`src/shared/pdepc_pkg.sv`:
```
// Package for the port D / port E pin control block: register map, fields, resets, carriers.
package pdepc_pkg;
	// Register byte addresses on the Avalon-MM word bus (word aligned).
	localparam logic [4:0] ADDR_PORT_D_PINS   = 5'h00;
	localparam logic [4:0] ADDR_PORT_D_LATCH  = 5'h04;
	localparam logic [4:0] ADDR_PORT_D_DIR    = 5'h08;
	localparam logic [4:0] ADDR_PORT_E_PINS   = 5'h0C;
	localparam logic [4:0] ADDR_PORT_E_LATCH  = 5'h10;
	localparam logic [4:0] ADDR_PORT_E_DIR    = 5'h14;
	localparam logic [4:0] ADDR_CAPTURE_PWM   = 5'h18;
	localparam logic [4:0] ADDR_ANALOG_CFG    = 5'h1C;
	// Field positions inside the port E direction / slave status register.
	localparam int E_BIT_MODE = 4;
	localparam int E_BIT_OVF  = 5;
	localparam int E_BIT_OBF  = 6;
	localparam int E_BIT_IBF  = 7;
	// Field positions inside the capture/PWM control register.
	localparam int PWM_BIT_M0 = 6;
	localparam int PWM_BIT_M1 = 7;
	// Reset values.
	localparam logic [7:0] RST_PORT_D_LATCH = 8'h00;
	localparam logic [7:0] RST_PORT_D_DIR   = 8'hFF;
	localparam logic [7:0] RST_PORT_E_DIR   = 8'h07;
	localparam logic [2:0] RST_PORT_E_LATCH = 3'h0;
	localparam logic [7:0] RST_CAPTURE_PWM  = 8'h00;
	localparam logic [2:0] RST_ANALOG_CFG   = 3'h7;
	// Value read back from an unmapped address.
	localparam logic [31:0] RD_UNMAPPED     = 32'h0000_0000;
	// Port D pins carried as one group: level out, drive enable.
	typedef struct packed {
		logic [7:0] out;
		logic [7:0] oe;
	} pdepc_pin8_type;
	// Port E pins 0..2 carried as one group.
	typedef struct packed {
		logic [2:0] out;
		logic [2:0] oe;
	} pdepc_pin3_type;
	// Slave-port event strobes from the slave-port handshake logic.
	typedef struct packed {
		logic wr_strobe;
		logic rd_strobe;
	} pdepc_psp_ev_type;
endpackage : pdepc_pkg

```
`src/rtl/pdepc_top.sv`:
```
// Port D / port E pin control with an Avalon-MM register slave.
//
// The address map and register access over Avalon-MM were decided locally.
`timescale 1ns/10ps
module pdepc_top (
	input  wire logic                        i_clk_sys,
	input  wire logic                        i_rst_n,
	// Avalon-MM slave.
	input  wire logic [4:0]                  i_avs_address,
	input  wire logic                        i_avs_read,
	input  wire logic                        i_avs_write,
	input  wire logic [31:0]                 i_avs_writedata,
	output logic      [31:0]                 o_avs_readdata,
	output logic                             o_avs_waitrequest,
	// Port D pins.
	input  wire logic [7:0]                  i_port_d_pins,
	output pdepc_pkg::pdepc_pin8_type        o_port_d,
	// Port E pins 0..2 and the input-only pin 3.
	input  wire logic [2:0]                  i_port_e_pins,
	input  wire logic                        i_port_e_pin3,
	output pdepc_pkg::pdepc_pin3_type        o_port_e,
	output logic                             o_master_clear_active,
	input  wire logic                        i_master_clear_enable_cfg,
	// Slave-port strobes from the external processor, already on this clock.
	input  wire pdepc_pkg::pdepc_psp_ev_type i_psp_ev,
	output logic      [7:0]                  o_psp_write_data,
	// PWM engine outputs for channels B, C, D and its shutdown state.
	input  wire logic [2:0]                  i_pwm_chan_out,
	input  wire logic                        i_pwm_shutdown,
	input  wire logic                        i_pwm_tristate_on_shutdown
);
	// Register storage.
	logic [7:0] port_d_latch_q;    // Output latch of port D.
	logic [7:0] port_d_dir_q;      // Direction of port D, 1 is input.
	logic [2:0] port_e_latch_q;    // Output latch of port E pins 0..2.
	logic [2:0] port_e_dir_q;      // Direction of port E pins 0..2.
	logic       slave_mode_q;      // Slave-port mode bit.
	logic       ibf_q;             // Input buffer full.
	logic       obf_q;             // Output buffer full.
	logic       input_buffer_overflow_q;            // Input buffer overflow.
	logic [7:0] capture_pwm_q;     // Capture/PWM control register.
	logic [2:0] analog_cfg_q;      // 1 marks a port E pin as analog.
	logic [7:0] psp_data_q;        // Data latched from the external processor.
	logic [31:0] rdata_q;          // Registered read data.
	logic        ack_q;            // One-cycle answer strobe.

	// Three-flop synchronisers for the pin inputs.
	logic [7:0] d_s1_q, d_s2_q, d_s3_q, d_stable_q;
	logic [3:0] e_s1_q, e_s2_q, e_s3_q, e_stable_q;

	// Decoded access strobes; one pulse per bus transfer.
	logic wr_en;
	logic rd_en;
	logic psp_active;
	logic pwm_multi;
	assign wr_en = i_avs_write & ~ack_q;
	assign rd_en = i_avs_read  & ~ack_q;

	// The slave port is off while PWM runs dual or quad output.
	// Either mode bit set means dual or quad output, so both bits are watched.
	assign pwm_multi  = capture_pwm_q[pdepc_pkg::PWM_BIT_M1] |
	                    capture_pwm_q[pdepc_pkg::PWM_BIT_M0];
	assign psp_active = slave_mode_q & ~pwm_multi;

	// Waitrequest drops for the cycle after the request is seen, so every access takes one wait.
	assign o_avs_waitrequest = ~ack_q;
	assign o_avs_readdata    = rdata_q;

	// Answer strobe: high for one cycle after each request.
	always_ff @(posedge i_clk_sys or negedge i_rst_n) begin
		if (!i_rst_n) begin
			ack_q <= 1'b0;
		end else begin
			ack_q <= (i_avs_read | i_avs_write) & ~ack_q;
		end
	end

	// Pin synchronisers; a change counts only when stages two and three agree.
	always_ff @(posedge i_clk_sys or negedge i_rst_n) begin
		if (!i_rst_n) begin
			d_s1_q     <= 8'h00;
			d_s2_q     <= 8'h00;
			d_s3_q     <= 8'h00;
			d_stable_q <= 8'h00;
			e_s1_q     <= 4'h0;
			e_s2_q     <= 4'h0;
			e_s3_q     <= 4'h0;
			e_stable_q <= 4'h0;
		end else begin
			d_s1_q <= i_port_d_pins;
			d_s2_q <= d_s1_q;
			d_s3_q <= d_s2_q;
			e_s1_q <= {i_port_e_pin3, i_port_e_pins};
			e_s2_q <= e_s1_q;
			e_s3_q <= e_s2_q;
			for (int b = 0; b < 8; b++) begin
				if (d_s2_q[b] == d_s3_q[b]) begin
					d_stable_q[b] <= d_s3_q[b];
				end
			end
			for (int b = 0; b < 4; b++) begin
				if (e_s2_q[b] == e_s3_q[b]) begin
					e_stable_q[b] <= e_s3_q[b];
				end
			end
		end
	end

	// Port D latch: written through either the pin or the latch address.
	always_ff @(posedge i_clk_sys or negedge i_rst_n) begin
		if (!i_rst_n) begin
			port_d_latch_q <= pdepc_pkg::RST_PORT_D_LATCH;
		end else if (wr_en && (i_avs_address == pdepc_pkg::ADDR_PORT_D_PINS ||
		                      i_avs_address == pdepc_pkg::ADDR_PORT_D_LATCH)) begin
			port_d_latch_q <= i_avs_writedata[7:0];
		end
	end

	// Port D direction; PWM-shared pins therefore come up as inputs.
	always_ff @(posedge i_clk_sys or negedge i_rst_n) begin
		if (!i_rst_n) begin
			port_d_dir_q <= pdepc_pkg::RST_PORT_D_DIR;
		end else if (wr_en && i_avs_address == pdepc_pkg::ADDR_PORT_D_DIR) begin
			port_d_dir_q <= i_avs_writedata[7:0];
		end
	end

	// Port E latch, direction and mode bit.
	always_ff @(posedge i_clk_sys or negedge i_rst_n) begin
		if (!i_rst_n) begin
			port_e_latch_q <= pdepc_pkg::RST_PORT_E_LATCH;
			port_e_dir_q   <= pdepc_pkg::RST_PORT_E_DIR[2:0];
			slave_mode_q   <= pdepc_pkg::RST_PORT_E_DIR[pdepc_pkg::E_BIT_MODE];
		end else if (wr_en) begin
			if (i_avs_address == pdepc_pkg::ADDR_PORT_E_PINS ||
			    i_avs_address == pdepc_pkg::ADDR_PORT_E_LATCH) begin
				port_e_latch_q <= i_avs_writedata[2:0];
			end
			if (i_avs_address == pdepc_pkg::ADDR_PORT_E_DIR) begin
				port_e_dir_q <= i_avs_writedata[2:0];
				slave_mode_q <= i_avs_writedata[pdepc_pkg::E_BIT_MODE];
			end
		end
	end

	// Capture/PWM control and analog selection, plain software registers.
	always_ff @(posedge i_clk_sys or negedge i_rst_n) begin
		if (!i_rst_n) begin
			capture_pwm_q <= pdepc_pkg::RST_CAPTURE_PWM;
			analog_cfg_q  <= pdepc_pkg::RST_ANALOG_CFG;
		end else if (wr_en) begin
			if (i_avs_address == pdepc_pkg::ADDR_CAPTURE_PWM) begin
				capture_pwm_q <= i_avs_writedata[7:0];
			end
			if (i_avs_address == pdepc_pkg::ADDR_ANALOG_CFG) begin
				analog_cfg_q <= i_avs_writedata[2:0];
			end
		end
	end

	// Slave-port status flags; a hardware set beats a software clear in the same cycle.
	always_ff @(posedge i_clk_sys or negedge i_rst_n) begin
		if (!i_rst_n) begin
			ibf_q      <= 1'b0;
			obf_q      <= 1'b0;
			input_buffer_overflow_q     <= 1'b0;
			psp_data_q <= 8'h00;
		end else begin
			// Software reading the port D pins empties the input buffer.
			if (rd_en && i_avs_address == pdepc_pkg::ADDR_PORT_D_PINS) begin
				ibf_q <= 1'b0;
			end
			// Software writing the latch fills the output buffer.
			if (wr_en && (i_avs_address == pdepc_pkg::ADDR_PORT_D_PINS ||
			              i_avs_address == pdepc_pkg::ADDR_PORT_D_LATCH)) begin
				obf_q <= 1'b1;
			end
			// Overflow is cleared by writing zero to its bit.
			if (wr_en && i_avs_address == pdepc_pkg::ADDR_PORT_E_DIR &&
			    !i_avs_writedata[pdepc_pkg::E_BIT_OVF]) begin
				input_buffer_overflow_q <= 1'b0;
			end
			if (psp_active && i_psp_ev.rd_strobe) begin
				obf_q <= 1'b0;
			end
			if (psp_active && i_psp_ev.wr_strobe) begin
				psp_data_q <= d_stable_q;
				ibf_q      <= 1'b1;
				if (ibf_q) begin
					input_buffer_overflow_q <= 1'b1;
				end
			end
		end
	end

	// Pin drive: latch under direction, then slave port, then PWM on pins 5..7.
	// The PWM branch is chosen at elaboration, so no channel index ever falls below zero.
	// Pins 0..4 carry no PWM channel, so their drive stops at the slave-port override.
	genvar g;
	generate
		for (g = 0; g < 8; g++) begin : g_port_d
			if (g >= 5) begin : g_pwm_pin
				// Shared pin: PWM beats latch and slave data while it runs multi-output.
				always_comb begin
					o_port_d.out[g] = port_d_latch_q[g];
					o_port_d.oe[g]  = ~port_d_dir_q[g];
					if (psp_active) begin
						o_port_d.oe[g] = i_psp_ev.rd_strobe;
					end
					if (pwm_multi) begin
						o_port_d.out[g] = i_pwm_chan_out[g-5];
						// A shutdown may release the pin rather than force a level.
						o_port_d.oe[g]  = ~(i_pwm_shutdown & i_pwm_tristate_on_shutdown);
					end
				end
			end else begin : g_plain_pin
				// Plain pin: latch under direction, overridden by the slave port.
				always_comb begin
					o_port_d.out[g] = port_d_latch_q[g];
					o_port_d.oe[g]  = ~port_d_dir_q[g];
					if (psp_active) begin
						o_port_d.oe[g] = i_psp_ev.rd_strobe;
					end
				end
			end
		end
	endgenerate

	// Port E drivers follow direction even when analog.
	assign o_port_e.out = port_e_latch_q;
	assign o_port_e.oe  = ~port_e_dir_q;
	assign o_master_clear_active = i_master_clear_enable_cfg;
	assign o_psp_write_data      = psp_data_q;

	// Read mux, registered on the answer cycle.
	always_ff @(posedge i_clk_sys or negedge i_rst_n) begin
		if (!i_rst_n) begin
			rdata_q <= pdepc_pkg::RD_UNMAPPED;
		end else if (rd_en) begin
			unique case (i_avs_address)
				pdepc_pkg::ADDR_PORT_D_PINS: begin
					rdata_q <= {24'h00_0000, d_stable_q};
				end
				pdepc_pkg::ADDR_PORT_D_LATCH: begin
					rdata_q <= {24'h00_0000, port_d_latch_q};
				end
				pdepc_pkg::ADDR_PORT_D_DIR: begin
					rdata_q <= {24'h00_0000, port_d_dir_q};
				end
				pdepc_pkg::ADDR_PORT_E_PINS: begin
					// Pin 3 shows only when it is a plain input; analog pins read zero.
					rdata_q <= {28'h000_0000,
					            e_stable_q[3] & ~i_master_clear_enable_cfg,
					            e_stable_q[2:0] & ~analog_cfg_q};
				end
				pdepc_pkg::ADDR_PORT_E_LATCH: begin
					rdata_q <= {29'h0000_0000, port_e_latch_q};
				end
				pdepc_pkg::ADDR_PORT_E_DIR: begin
					rdata_q <= {24'h00_0000, ibf_q, obf_q, input_buffer_overflow_q, slave_mode_q,
					            1'b0, port_e_dir_q};
				end
				pdepc_pkg::ADDR_CAPTURE_PWM: begin
					rdata_q <= {24'h00_0000, capture_pwm_q};
				end
				pdepc_pkg::ADDR_ANALOG_CFG: begin
					rdata_q <= {29'h0000_0000, analog_cfg_q};
				end
				default: begin
					rdata_q <= pdepc_pkg::RD_UNMAPPED;
				end
			endcase
		end
	end
endmodule : pdepc_top

```
`config.mk`:
```
export PLATFORM = sky130hd
export DESIGN_NAME = pdepc_top
export DESIGN_NICKNAME = d
export VERILOG_FILES = /design/src/shared/pdepc_pkg.sv /design/src/rtl/pdepc_top.sv
export SDC_FILE = /design/constraint.sdc
export NUM_CORES = 1
export LEC_CHECK = 0
export ABC_AREA = 1
export BUFFER_PORTS_ARGS = -buffer_cell sky130_fd_sc_hd__buf_2
export CAP_MARGIN = 20
export CORE_ASPECT_RATIO = 0.5
export CORE_MARGIN = 2
export CORE_UTILIZATION = 55
export CTS_CLUSTER_SIZE = 12
export DETAILED_ROUTE_END_ITERATION = 8
export PLACE_DENSITY = 0.81
export SLEW_MARGIN = 20
export SYNTH_ARGS = -nofsm -noshare
export SYNTH_HDL_FRONTEND = slang
export SYNTH_SLANG_ARGS = --single-unit
```
`constraint.sdc`:
```
create_clock -name i_clk_sys -period 2.4 [get_ports i_clk_sys]
set_clock_uncertainty 0.2 [all_clocks]
set_input_delay 0 -clock i_clk_sys [delete_from_list [all_inputs] [get_ports i_clk_sys]]
set_output_delay 0 -clock i_clk_sys [all_outputs]
set_load 0.05 [all_outputs]
```
Word-level counts from Yosys, hierarchy flattened
Index checks and enable logic that the tools add are counted.
Widths: inputs -> output; s select.
{"block": "classes", "reduce_logical": 17, "n_eq_ne": 19, "div": 0, "n_bitwise": 23, "add_sub_neg": 0, "n_lt_le_gt_ge": 0, "n_shift": 0, "muxes": 22, "multipliers": 0}
{"op": "$pmux 8 s8", "n": 1}
{"op": "$mux 1", "n": 21}
{"op": "$eq 5x5->1 const B", "n": 4}
{"op": "$eq 1x1->1", "n": 12}
{"op": "$not 1->1", "n": 12}
{"op": "$eq 5x4->1 const B", "n": 2}
{"op": "$reduce_and 2->1", "n": 4}
{"op": "$logic_and 1x1->1", "n": 7}
{"op": "$and 1x1->1", "n": 6}
{"op": "$not 3->3", "n": 2}
{"op": "$eq 5x3->1 const B", "n": 1}
{"op": "$logic_not 5->1", "n": 1}
{"op": "$reduce_bool 2->1", "n": 2}
{"op": "$and 3x3->3", "n": 1}
{"op": "$logic_or 1x1->1", "n": 2}
{"op": "$or 1x1->1", "n": 2}
{"op": "$logic_not 1->1", "n": 1}
{"block": "totals", "inputBits": 61, "latch_bits": 0, "romBits": 0, "n_memories": 0, "output_inout_bits": 64, "mem_bits_rw": 0, "ff_bits": 126}

Logic depth before layout (Yosys ltp)
Gate-level depths: netlist (run 1).
{"block": "depth", "word_depth": 7, "depth_mapped": 9, "depth_no_buf": 9}

Worst setup path before layout (run 1)
OpenSTA, ideal clock, no wires.
{"block": "synth_path", "kind": "register -> output", "from": "register capture_pwm_q[6]", "to": "output port o_port_d[5] (netlist name)", "n_path_buf": 1, "t_required_ns": 2.200, "path_stages_with_launch": 4, "slack_ns": -0.363, "arrival_time_ns": 2.563, "cell_sequence": "dfrtp_1 -> or2_1 -> buf_6 -> o311ai_0"}
{"element": "start, declared", "line": "pdepc_top.sv:41", "rtl": "logic [7:0] capture_pwm_q;"}
{"element": "start signal, assigned", "line": "pdepc_top.sv:149", "rtl": "capture_pwm_q <= pdepc_pkg::RST_CAPTURE_PWM;"}
{"element": "start signal, assigned", "line": "pdepc_top.sv:153", "rtl": "capture_pwm_q <= i_avs_writedata[7:0];"}
{"element": "end, declared", "line": "pdepc_top.sv:17", "rtl": "output pdepc_pkg::pdepc_pin8_type o_port_d,"}

==> impl_metrics.json, run 1 <==
{
  "drt_iter0_drc": 311,
  "rsz0062_at_grt": "no",
  "clk_pin_slew_ns": 0.07,
  "p_leak_nw": 2.70,
  "fp.dieArea_sq_um": 8690,
  "core_sq_um": 7490,
  "cts_tree": "done",
  "grt_max_degree": 43,
  "diodes": 0,
  "fin_nets": 586,
  "vias": 3239,
  "port_buffers": 76,
  "endpoint_kind": "primary output",
  "grt_pass1_wl_microns": 15200,
  "multiInputGateArea_sq_um": 1480,
  "clock_sinks": 102,
  "die_width_microns": 130,
  "stdcell_area_sq_um": 5360,
  "cts_root_buf": "clkbuf_16",
  "drcViolationCount": 0,
  "place.gp.congestion": 0.865,
  "grt_usage_pct": 23.9,
  "crit_type": "reg -> out",
  "final_common_cell": "nand2_1",
  "synthToLayoutAreaGrowth_pct": 23.0,
  "synth.avg_cell_area_sq_um": 10.4,
  "drive_gt1_share_pct": 27.6,
  "yosys_warnings": 0,
  "p_total_mw": 5.28,
  "antenna_left": 0,
  "synth_cell_types": 29,
  "synth_seq_cells": 102,
  "dp_hpwl_microns": 6230,
  "cts.path.max_buffers": 2,
  "first_global_vias": 3078,
  "synth_cells": 420,
  "grt_antenna_before_repair": 0,
  "hold_buffers": 31,
  "insertion_delay_ns": 0.35,
  "tns_ns": 0,
  "yosysSeqAreaShare_pct": 59.0,
  "htreeDepth": 3,
  "cts.repair.resized": 0,
  "status": "completed",
  "die-height_microns": 66.9,
  "rrSetupSlack_ns": 0.24,
  "finalCritPeriodShare_pct": 92.8,
  "path_max_fanout": 9,
  "finalMaxSlewViolations": 0,
  "tightest_slew_ns": 0.525,
  "maxCapViolCount": 0,
  "finalHoldViolCount": 0,
  "ir_drop_mv": 0.533,
  "wl_per_cell_microns": 14.8,
  "nFillCells": 536,
  "start_kind": "register",
  "synth_area_sq_um": 4360,
  "crit_required_ns": 2.20,
  "layout_common_cells": "111 x nand2_1, 88 x dfrtp_1, 75 x buf_2",
  "p_per_area_nw_per_um2": 985,
  "fin_crit_ns": 2.23,
  "hold_class": "in -> reg",
  "seq_area_sq_um": 2570,
  "viasPerCell": 5.08,
  "wirelength_microns": 9420,
  "floorplan.rows": 22,
  "cts_setup_buffers": 0,
  "critPathArrivalTime_ns": 2.03,
  "cts_buffers": 9,
  "overflow": 0,
  "place_area_sq_um": 4710,
  "setup_viol": 0,
  "fmax_mhz": 449,
  "start_util_pct": 58.2,
  "first_pass_iters": 5,
  "ios": 125,
  "slew_headroom_pct": 64.9
}
[registers in the layout, summed over array words and instances (netlist names), 3 cells and up]
signal            flops
d_s3_q                8
capture_pwm_q         8
e_s3_q                4
port_e_latch_q        3
port_d_dir_q          8
port_d_latch_q        8
port_e_dir_q          3
e_s1_q                4
o_psp_write_data      8
analog_cfg_q          3
e_s2_q                4
o_avs_readdata        8
d_s1_q                8
d_stable_q            8
d_s2_q                8
e_stable_q            4
[layout make-up]
class / count / area share (%)
inverter: 29 / 2.03
sequential: 102 / 48.0
multi-input combinational: 273 / 27.6
timing repair buffer: 110 / 13.8
clock inverter: 3 / 1.26
clock buffer: 12 / 4.79
tap: 108 / 2.52
[Yosys cell counts, drive strengths merged]
| library cell | count | area share [%] |
|---|---|---|
| a21boi | 1 | 0.17 |
| or2 | 1 | 0.14 |
| o21ai | 46 | 6.1 |
| dfrtp | 88 | 51 |
| o311ai | 3 | 0.60 |
| maj3 | 12 | 2.8 |
| nand4 | 15 | 2.2 |
| inv | 29 | 2.5 |
| dfstp | 14 | 8.4 |
| nor3 | 2 | 0.23 |
| conb | 1 | 0.086 |
| buf | 36 | 6.3 |
| nor2 | 21 | 3.2 |
| nand2 | 114 | 10 |
| nand3 | 24 | 3.2 |
| o21bai | 2 | 0.34 |
| clkbuf | 3 | 0.26 |
| mux2 | 8 | 2.8 |
[routing by layer]
| layer | global-route usage [%] | up-vias | part of all wire [%] |
|---|---|---|---|
| li1 | - | 1535 | - |
| met1 | 31.3 | 1558 | 44 |
| met2 | 38.7 | 131 | 47 |
| met3 | 6.83 | 15 | 7.2 |
| met4 | 8.47 | 0 | 1.9 |
| met5 | 0 | - | 0 |
[worst paths after layout]
| kind | from | to | cells past startpoint |
|---|---|---|---|
| max reg2reg | capture_pwm_q[6] | input_buffer_overflow_q | 5 |
| min in group asynchronous | i_rst_n | analog_cfg_q[2] | 2 |
| min | i_avs_address[3] | analog_cfg_q[2] | 5 |
| max in group asynchronous | i_rst_n | port_d_dir_q[3] | 3 |
| min reg2reg | e_s1_q[3] | e_s2_q[3] | 0 |
| max | capture_pwm_q[6] | o_port_d[6] | 5 |
[through the flow]
step | setup slack (ns) | hold WS (ns) | instances | util [%]
finish | 0.173 | 0.0155 | 637 | 71.5
global route | 0.00876 | 0.0452 | 637 | 71.5
CTS | 0.176 | 0.00976 | 637 | 71.5
detailed placement | 0.556 | -0.189 | 591 | 62.9
global placement | 0.602 | -0.187 | 591 | 62.9
floorplan | -0.363 | -0.496 | 443 | -
[kinds of logic after synthesis]
| group | synth area share [%] |
|---|---|
| buffers and inverters | 9.02 |
| flip-flops | 59.0 |
| other | 0.0861 |
| adder cells (fa/ha/maj) | 2.76 |
| multiplexers | 2.76 |
| AO/OA/AOI/OAI | 7.18 |
| AND/OR/NAND/NOR | 19.2 |
[where the power goes]
| group | leakage, nW | switching, mW | total, mW | internal (mW) |
|---|---|---|---|---|
| registers | 1.22 | 0.182 | 2.19 | 2.01 |
| logic | 1.33 | 1.11 | 1.52 | 0.414 |
| clock network | 0.155 | 0.598 | 1.56 | 0.964 |
| total | 2.70 | 1.89 | 5.28 | 3.39 |
[worst max-delay path: stages (launching register included)]
cell	delay, ns
dfrtp_1	0.39
or2_1	0.39
nor2_8	0.20
nand2_1	0.20
o311ai_0	0.16
buf_2	0.33
(Power assumes the default switching activity.)
==> inputs of run 2 (changes only) <==
CORE_MARGIN = unset   (was 2)
RECOVER_POWER = 25   (was unset)
==> run 2 against run 1 <==
Net effect: setup slack better by 0.033 ns; final cell count down 0.47%; sequential cell count unchanged; register-to-register slack about the same; routed wire length shrank 0.79%; sequential power barely moved; global-route usage up 0.54 points; critical path type unchanged; highest routed layer unchanged.
==> impl_metrics.json, run 2 (synthesis results as in run 1) <==
{
  "status": "completed",
  "cts_setup_buffers": 0,
  "grt_pass1_wl_microns": 14900,
  "maxCapViolCount": 0,
  "cts.path.max_buffers": 2,
  "r2r_end": "input_buffer_overflow_q",
  "crit_required_ns": 2.20,
  "viasPerCell": 5.03,
  "wl_per_cell_microns": 14.7,
  "grt_max_degree": 75,
  "fin_nets": 583,
  "critical_path.slowest_cell": "dfrtp_1",
  "endpoint_kind": "primary output",
  "crit_path_start": "capture_pwm_q[6]",
  "path_cells": "or2_1 > nor2_8 > nand2_1 > o311ai_0 > buf_2",
  "fmax_mhz": 456,
  "start_kind": "register",
  "p_total_mw": 5.18,
  "rrSetupSlack_ns": 0.23,
  "grt_usage_pct": 24.5,
  "ios": 125,
  "finalHoldViolCount": 0,
  "reg2reg_from": "capture_pwm_q[6]",
  "ir_drop_mv": 0.542,
  "die_width_microns": 128,
  "crit_type": "reg -> out",
  "core_sq_um": 7490,
  "htreeDepth": 3,
  "p_per_area_nw_per_um2": 976,
  "setup_viol": 0,
  "r2r.worst_path.cells": 5,
  "endpoint": "o_port_d[6]",
  "final_common_cell": "nand2_1",
  "hold_class": "in -> reg",
  "drive_gt1_share_pct": 27.6,
  "max_stage_delay_ns": 0.40,
  "first_global_vias": 3000,
  "p_leak_nw": 2.68,
  "tightest_slew_ns": 1.17,
  "place.gp.congestion": 0.827,
  "layout_common_cells": "111 x nand2_1, 88 x dfrtp_1, 75 x buf_2",
  "die-height_microns": 64.9,
  "overflow": 0,
  "tns_ns": 0,
  "cts.repair.resized": 0,
  "path_max_fanout": 9,
  "cts_tree": "done",
  "synthToLayoutAreaGrowth_pct": 21.8,
  "clock_sinks": 102,
  "slew_headroom_pct": 22.2,
  "insertion_delay_ns": 0.34,
  "finalMaxSlewViolations": 0,
  "antenna_left": 0,
  "fin_crit_ns": 2.19,
  "drt_iter0_drc": 178,
  "grt_antenna_before_repair": 0,
  "clk_pin_slew_ns": 0.06,
  "fp.dieArea_sq_um": 8300,
  "port_buffers": 76,
  "wirelength_microns": 9350,
  "diodes": 0,
  "vias": 3191,
  "start_util_pct": 58.2,
  "floorplan.rows": 22,
  "first_pass_iters": 4,
  "cts_root_buf": "clkbuf_16",
  "drcViolationCount": 0,
  "hold_buffers": 29,
  "cts_buffers": 9,
  "dp_hpwl_microns": 6130,
  "rsz0062_at_grt": "no",
  "critPathArrivalTime_ns": 1.99,
  "finalCritPeriodShare_pct": 91.4
}
## run 2: power breakdown
part | switching (mW) | total, mW | internal, mW
logic | 1.11 | 1.51 | 0.407
clock network | 0.586 | 1.47 | 0.885
registers | 0.182 | 2.19 | 2.01
total | 1.88 | 5.18 | 3.30
## run 2: worst min-delay path by stage
stage / from / to / slack (ns) / cells past startpoint
2_1_floorplan: i_rst_n / ack_q / -0.50 / 0
3_3_place_gp: i_rst_n / d_s3_q[7] / -0.26 / 1
3_5_place_dp: i_rst_n / d_s2_q[7] / -0.26 / 1
4_1_cts: i_avs_address[3] / port_e_dir_q[0] / 0.001 / 4
5_1_grt: i_avs_address[3] / port_e_dir_q[0] / 0.04 / 4
6_report: i_avs_address[3] / port_e_dir_q[0] / 0.02 / 4
## run 2: cell type report
cell class | count | area (sq um)
sequential | 102 | 2570
fill | 579 | 2180
multi-input combinational | 273 | 1480
timing repair buffer | 107 | 703
clock buffer | 12 | 267
tap | 108 | 135
inverter | 29 | 109
clock inverter | 3 | 42.5
## run 2: per-layer routing
layer	up-vias	routed length (microns)	global-route usage, %
li1	1527	-	-
met3	14	658	6.44
met4	0	155	9.12
met1	1536	4060	31.8
met5	-	0	0
met2	114	4480	40.0
## run 2: through the flow
| stage | hold slack, ns | util [%] | setup slack (ns) | area [sq um] | std cells |
|---|---|---|---|---|---|
| 6_report | 0.0155 | 70.9 | 0.205 | 5310 | 634 |
| 5_1_grt | 0.0417 | 70.9 | 0.0905 | 5310 | 634 |
| 4_1_cts | 0.00111 | 71.0 | 0.184 | 5310 | 634 |
| 3_5_place_dp | -0.261 | 62.8 | 0.580 | 4700 | 590 |
| 3_3_place_gp | -0.259 | 62.8 | 0.606 | 4700 | 590 |
| 2_1_floorplan | -0.496 | - | -0.363 | 4440 | 443 |
## run 2: worst max-delay path: cells and delay by family, from the launching register on
| kind | cells | cell delay [ns] |
|---|---|---|
| simple gates | 3 | 0.77 |
| compound gates | 1 | 0.15 |
| flops | 1 | 0.40 |
| buf+inv | 1 | 0.32 |
==> inputs of run 3 (changes only) <==
CORE_ASPECT_RATIO = unset   (was 0.5)
CTS_BUF_LIST = sky130_fd_sc_hd__clkbuf_16   (was unset)
GPL_TIMING_DRIVEN = 0   (was unset)
==> run 3 against run 2 <==
Net effect: fmax is 3.4% lower; via count is 6.5% higher; critical path type unchanged; combinational power is 6% higher; global-route usage is 0.83 points higher; sequential cell count stayed put; setup slack worse by 0.076 ns; critical endpoint is now o_port_d[0]; die area is 0.26% lower; critical path depth is 1 higher; worst hold slack better by 0.0074 ns; design area is 4.0% higher.
==> impl_metrics.json, run 3 (synthesis results as in run 1) <==
{
  "slew_headroom_pct": 35.1,
  "cts_buffers": 9,
  "drive_gt1_share_pct": 31.6,
  "fin_nets": 620,
  "first_global_vias": 3303,
  "diodes": 0,
  "insertion_delay_ns": 0.34,
  "tns_ns": 0,
  "dp_hpwl_microns": 6400,
  "endpoint_kind": "primary output",
  "clk_pin_slew_ns": 0.07,
  "ir_drop_mv": 0.703,
  "core_sq_um": 7690,
  "htreeDepth": 3,
  "fmax_mhz": 440,
  "fin_crit_ns": 2.27,
  "place.gp.congestion": 0.896,
  "finalCritPeriodShare_pct": 94.6,
  "drt_iter0_drc": 259,
  "hold_class": "in -> reg",
  "viasPerCell": 5.10,
  "maxCapViolCount": 0,
  "critical_path.slowest_cell": "dfrtp_1",
  "layout_common_cells": "111 x nand2_1, 88 x dfrtp_1, 75 x buf_2",
  "r2r.worst_path.cells": 5,
  "hold_ws_ns": 0.0229,
  "grt_antenna_before_repair": 0,
  "nFillCells": 566,
  "hold_start": "i_avs_address[0]",
  "wirelength_microns": 9620,
  "reg2reg_from": "capture_pwm_q[6]",
  "drcViolationCount": 0,
  "cts_root_buf": "clkbuf_16",
  "finish.utilization_pct": 71.8,
  "cts.path.max_buffers": 2,
  "critPathArrivalTime_ns": 2.07,
  "fin_ws_ns": 0.129,
  "max_stage_delay_ns": 0.41,
  "ios": 125,
  "synthToLayoutAreaGrowth_pct": 26.7,
  "final_common_cell": "nand2_1",
  "tightest_slew_ns": 0.973,
  "place_ws_ns": 0.553,
  "p_per_area_nw_per_um2": 926,
  "finalHoldViolCount": 0,
  "start_util_pct": 56.7,
  "first_pass_iters": 5,
  "finalMaxSlewViolations": 0,
  "status": "completed",
  "wl_per_cell_microns": 14.4,
  "setup_viol": 0,
  "grt_usage_pct": 25.3,
  "crit_required_ns": 2.20,
  "start_kind": "register",
  "grt_max_degree": 76,
  "vias": 3397,
  "die_width_microns": 91.0,
  "multiInputGateArea_sq_um": 1480,
  "crit_type": "reg -> out",
  "seq_area_sq_um": 2570,
  "die-height_microns": 91.0,
  "clock_sinks": 102,
  "rsz0062_at_grt": "no",
  "port_buffers": 76,
  "crit_path_start": "capture_pwm_q[6]",
  "antenna_left": 0,
  "path_max_fanout": 9,
  "hold_path_end": "ibf_q",
  "path_cells": "or2_1 > buf_6 > nor2_8 > nand2_1 > o21ai_0 > buf_2",
  "floorplan.rows": 32,
  "overflow": 0,
  "grt_pass1_wl_microns": 16200,
  "fp.dieArea_sq_um": 8280,
  "cts_tree": "done",
  "p_leak_nw": 2.84,
  "r2r_end": "o_psp_write_data[1]",
  "holdPathStages": 5,
  "cts_setup_buffers": 0,
  "rrSetupSlack_ns": 0.59
}
run 3: changes by cell type in the layout (fill, tap and decap cells not counted), sizes merged:
cell | previous run | this run
buf | 78 | 111
dlygate4sd3 | 28 | 27
inv | 29 | 32
dlymetal6s4s | 1 | 0
clkinv | 1 | 3
bufinv | 1 | 0
clkbuf | 12 | 15
run 3: through the flow:
stage / area [sq um] / total power [mW] / instances
2_1_floorplan: 4440 / 3.37 / 443
3_3_place_gp: 4950 / 3.71 / 621
3_5_place_dp: 4980 / 3.75 / 622
4_1_cts: 5530 / 5.13 / 665
5_1_grt: 5520 / 5.32 / 666
6_report: 5520 / 5.11 / 666
run 3: how the worst max path moves through the flow:
stage / to / slack, ns
final: o_port_d[0] / 0.13
after global routing: o_port_d[6] / 0.01
after CTS: o_port_d[0] / 0.18
after detailed placement: o_port_d[0] / 0.55
after global placement: o_avs_readdata[5] / 0.20
after floorplan: o_port_d[5] / -0.36
run 3: what timing repair did:
item	in CTS	in global routing
setup endpoints to repair	0	1
endpoints found under the hold margin	161	0
resized for setup	0	2
hold buffers	27	0
run 3: power breakdown:
| part | internal (mW) | leakage, nW | switching [mW] |
|---|---|---|---|
| Combinational | 0.462 | 1.48 | 1.13 |
| Sequential | 2.01 | 1.22 | 0.174 |
| Clock | 0.706 | 0.137 | 0.622 |
run 3: layout make-up:
class | count | share of cell area (%)
Sequential cell | 102 | 46.6
Multi-Input combinational cell | 273 | 26.8
Timing Repair Buffer | 105 | 12.2
Buffer | 39 | 5.15
Clock buffer | 9 | 4.08
Tap cell | 102 | 2.31
Inverter | 29 | 1.97
Clock inverter | 7 | 0.885
run 3: metal layers:
| layer | GRT usage [%] | wire length, microns |
|---|---|---|
| met5 | 0 | 0 |
| met4 | 10.7 | 260 |
| met3 | 5.70 | 576 |
| met2 | 39.1 | 4540 |
| met1 | 34.8 | 4240 |
run 3: worst max-delay path: cells and delay by family (launching register included):
| kind | cells | cell delay [ns] |
|---|---|---|
| simple gates | 3 | 0.63 |
| buf+inv | 2 | 0.48 |
| flops | 1 | 0.41 |
| compound gates | 1 | 0.20 |
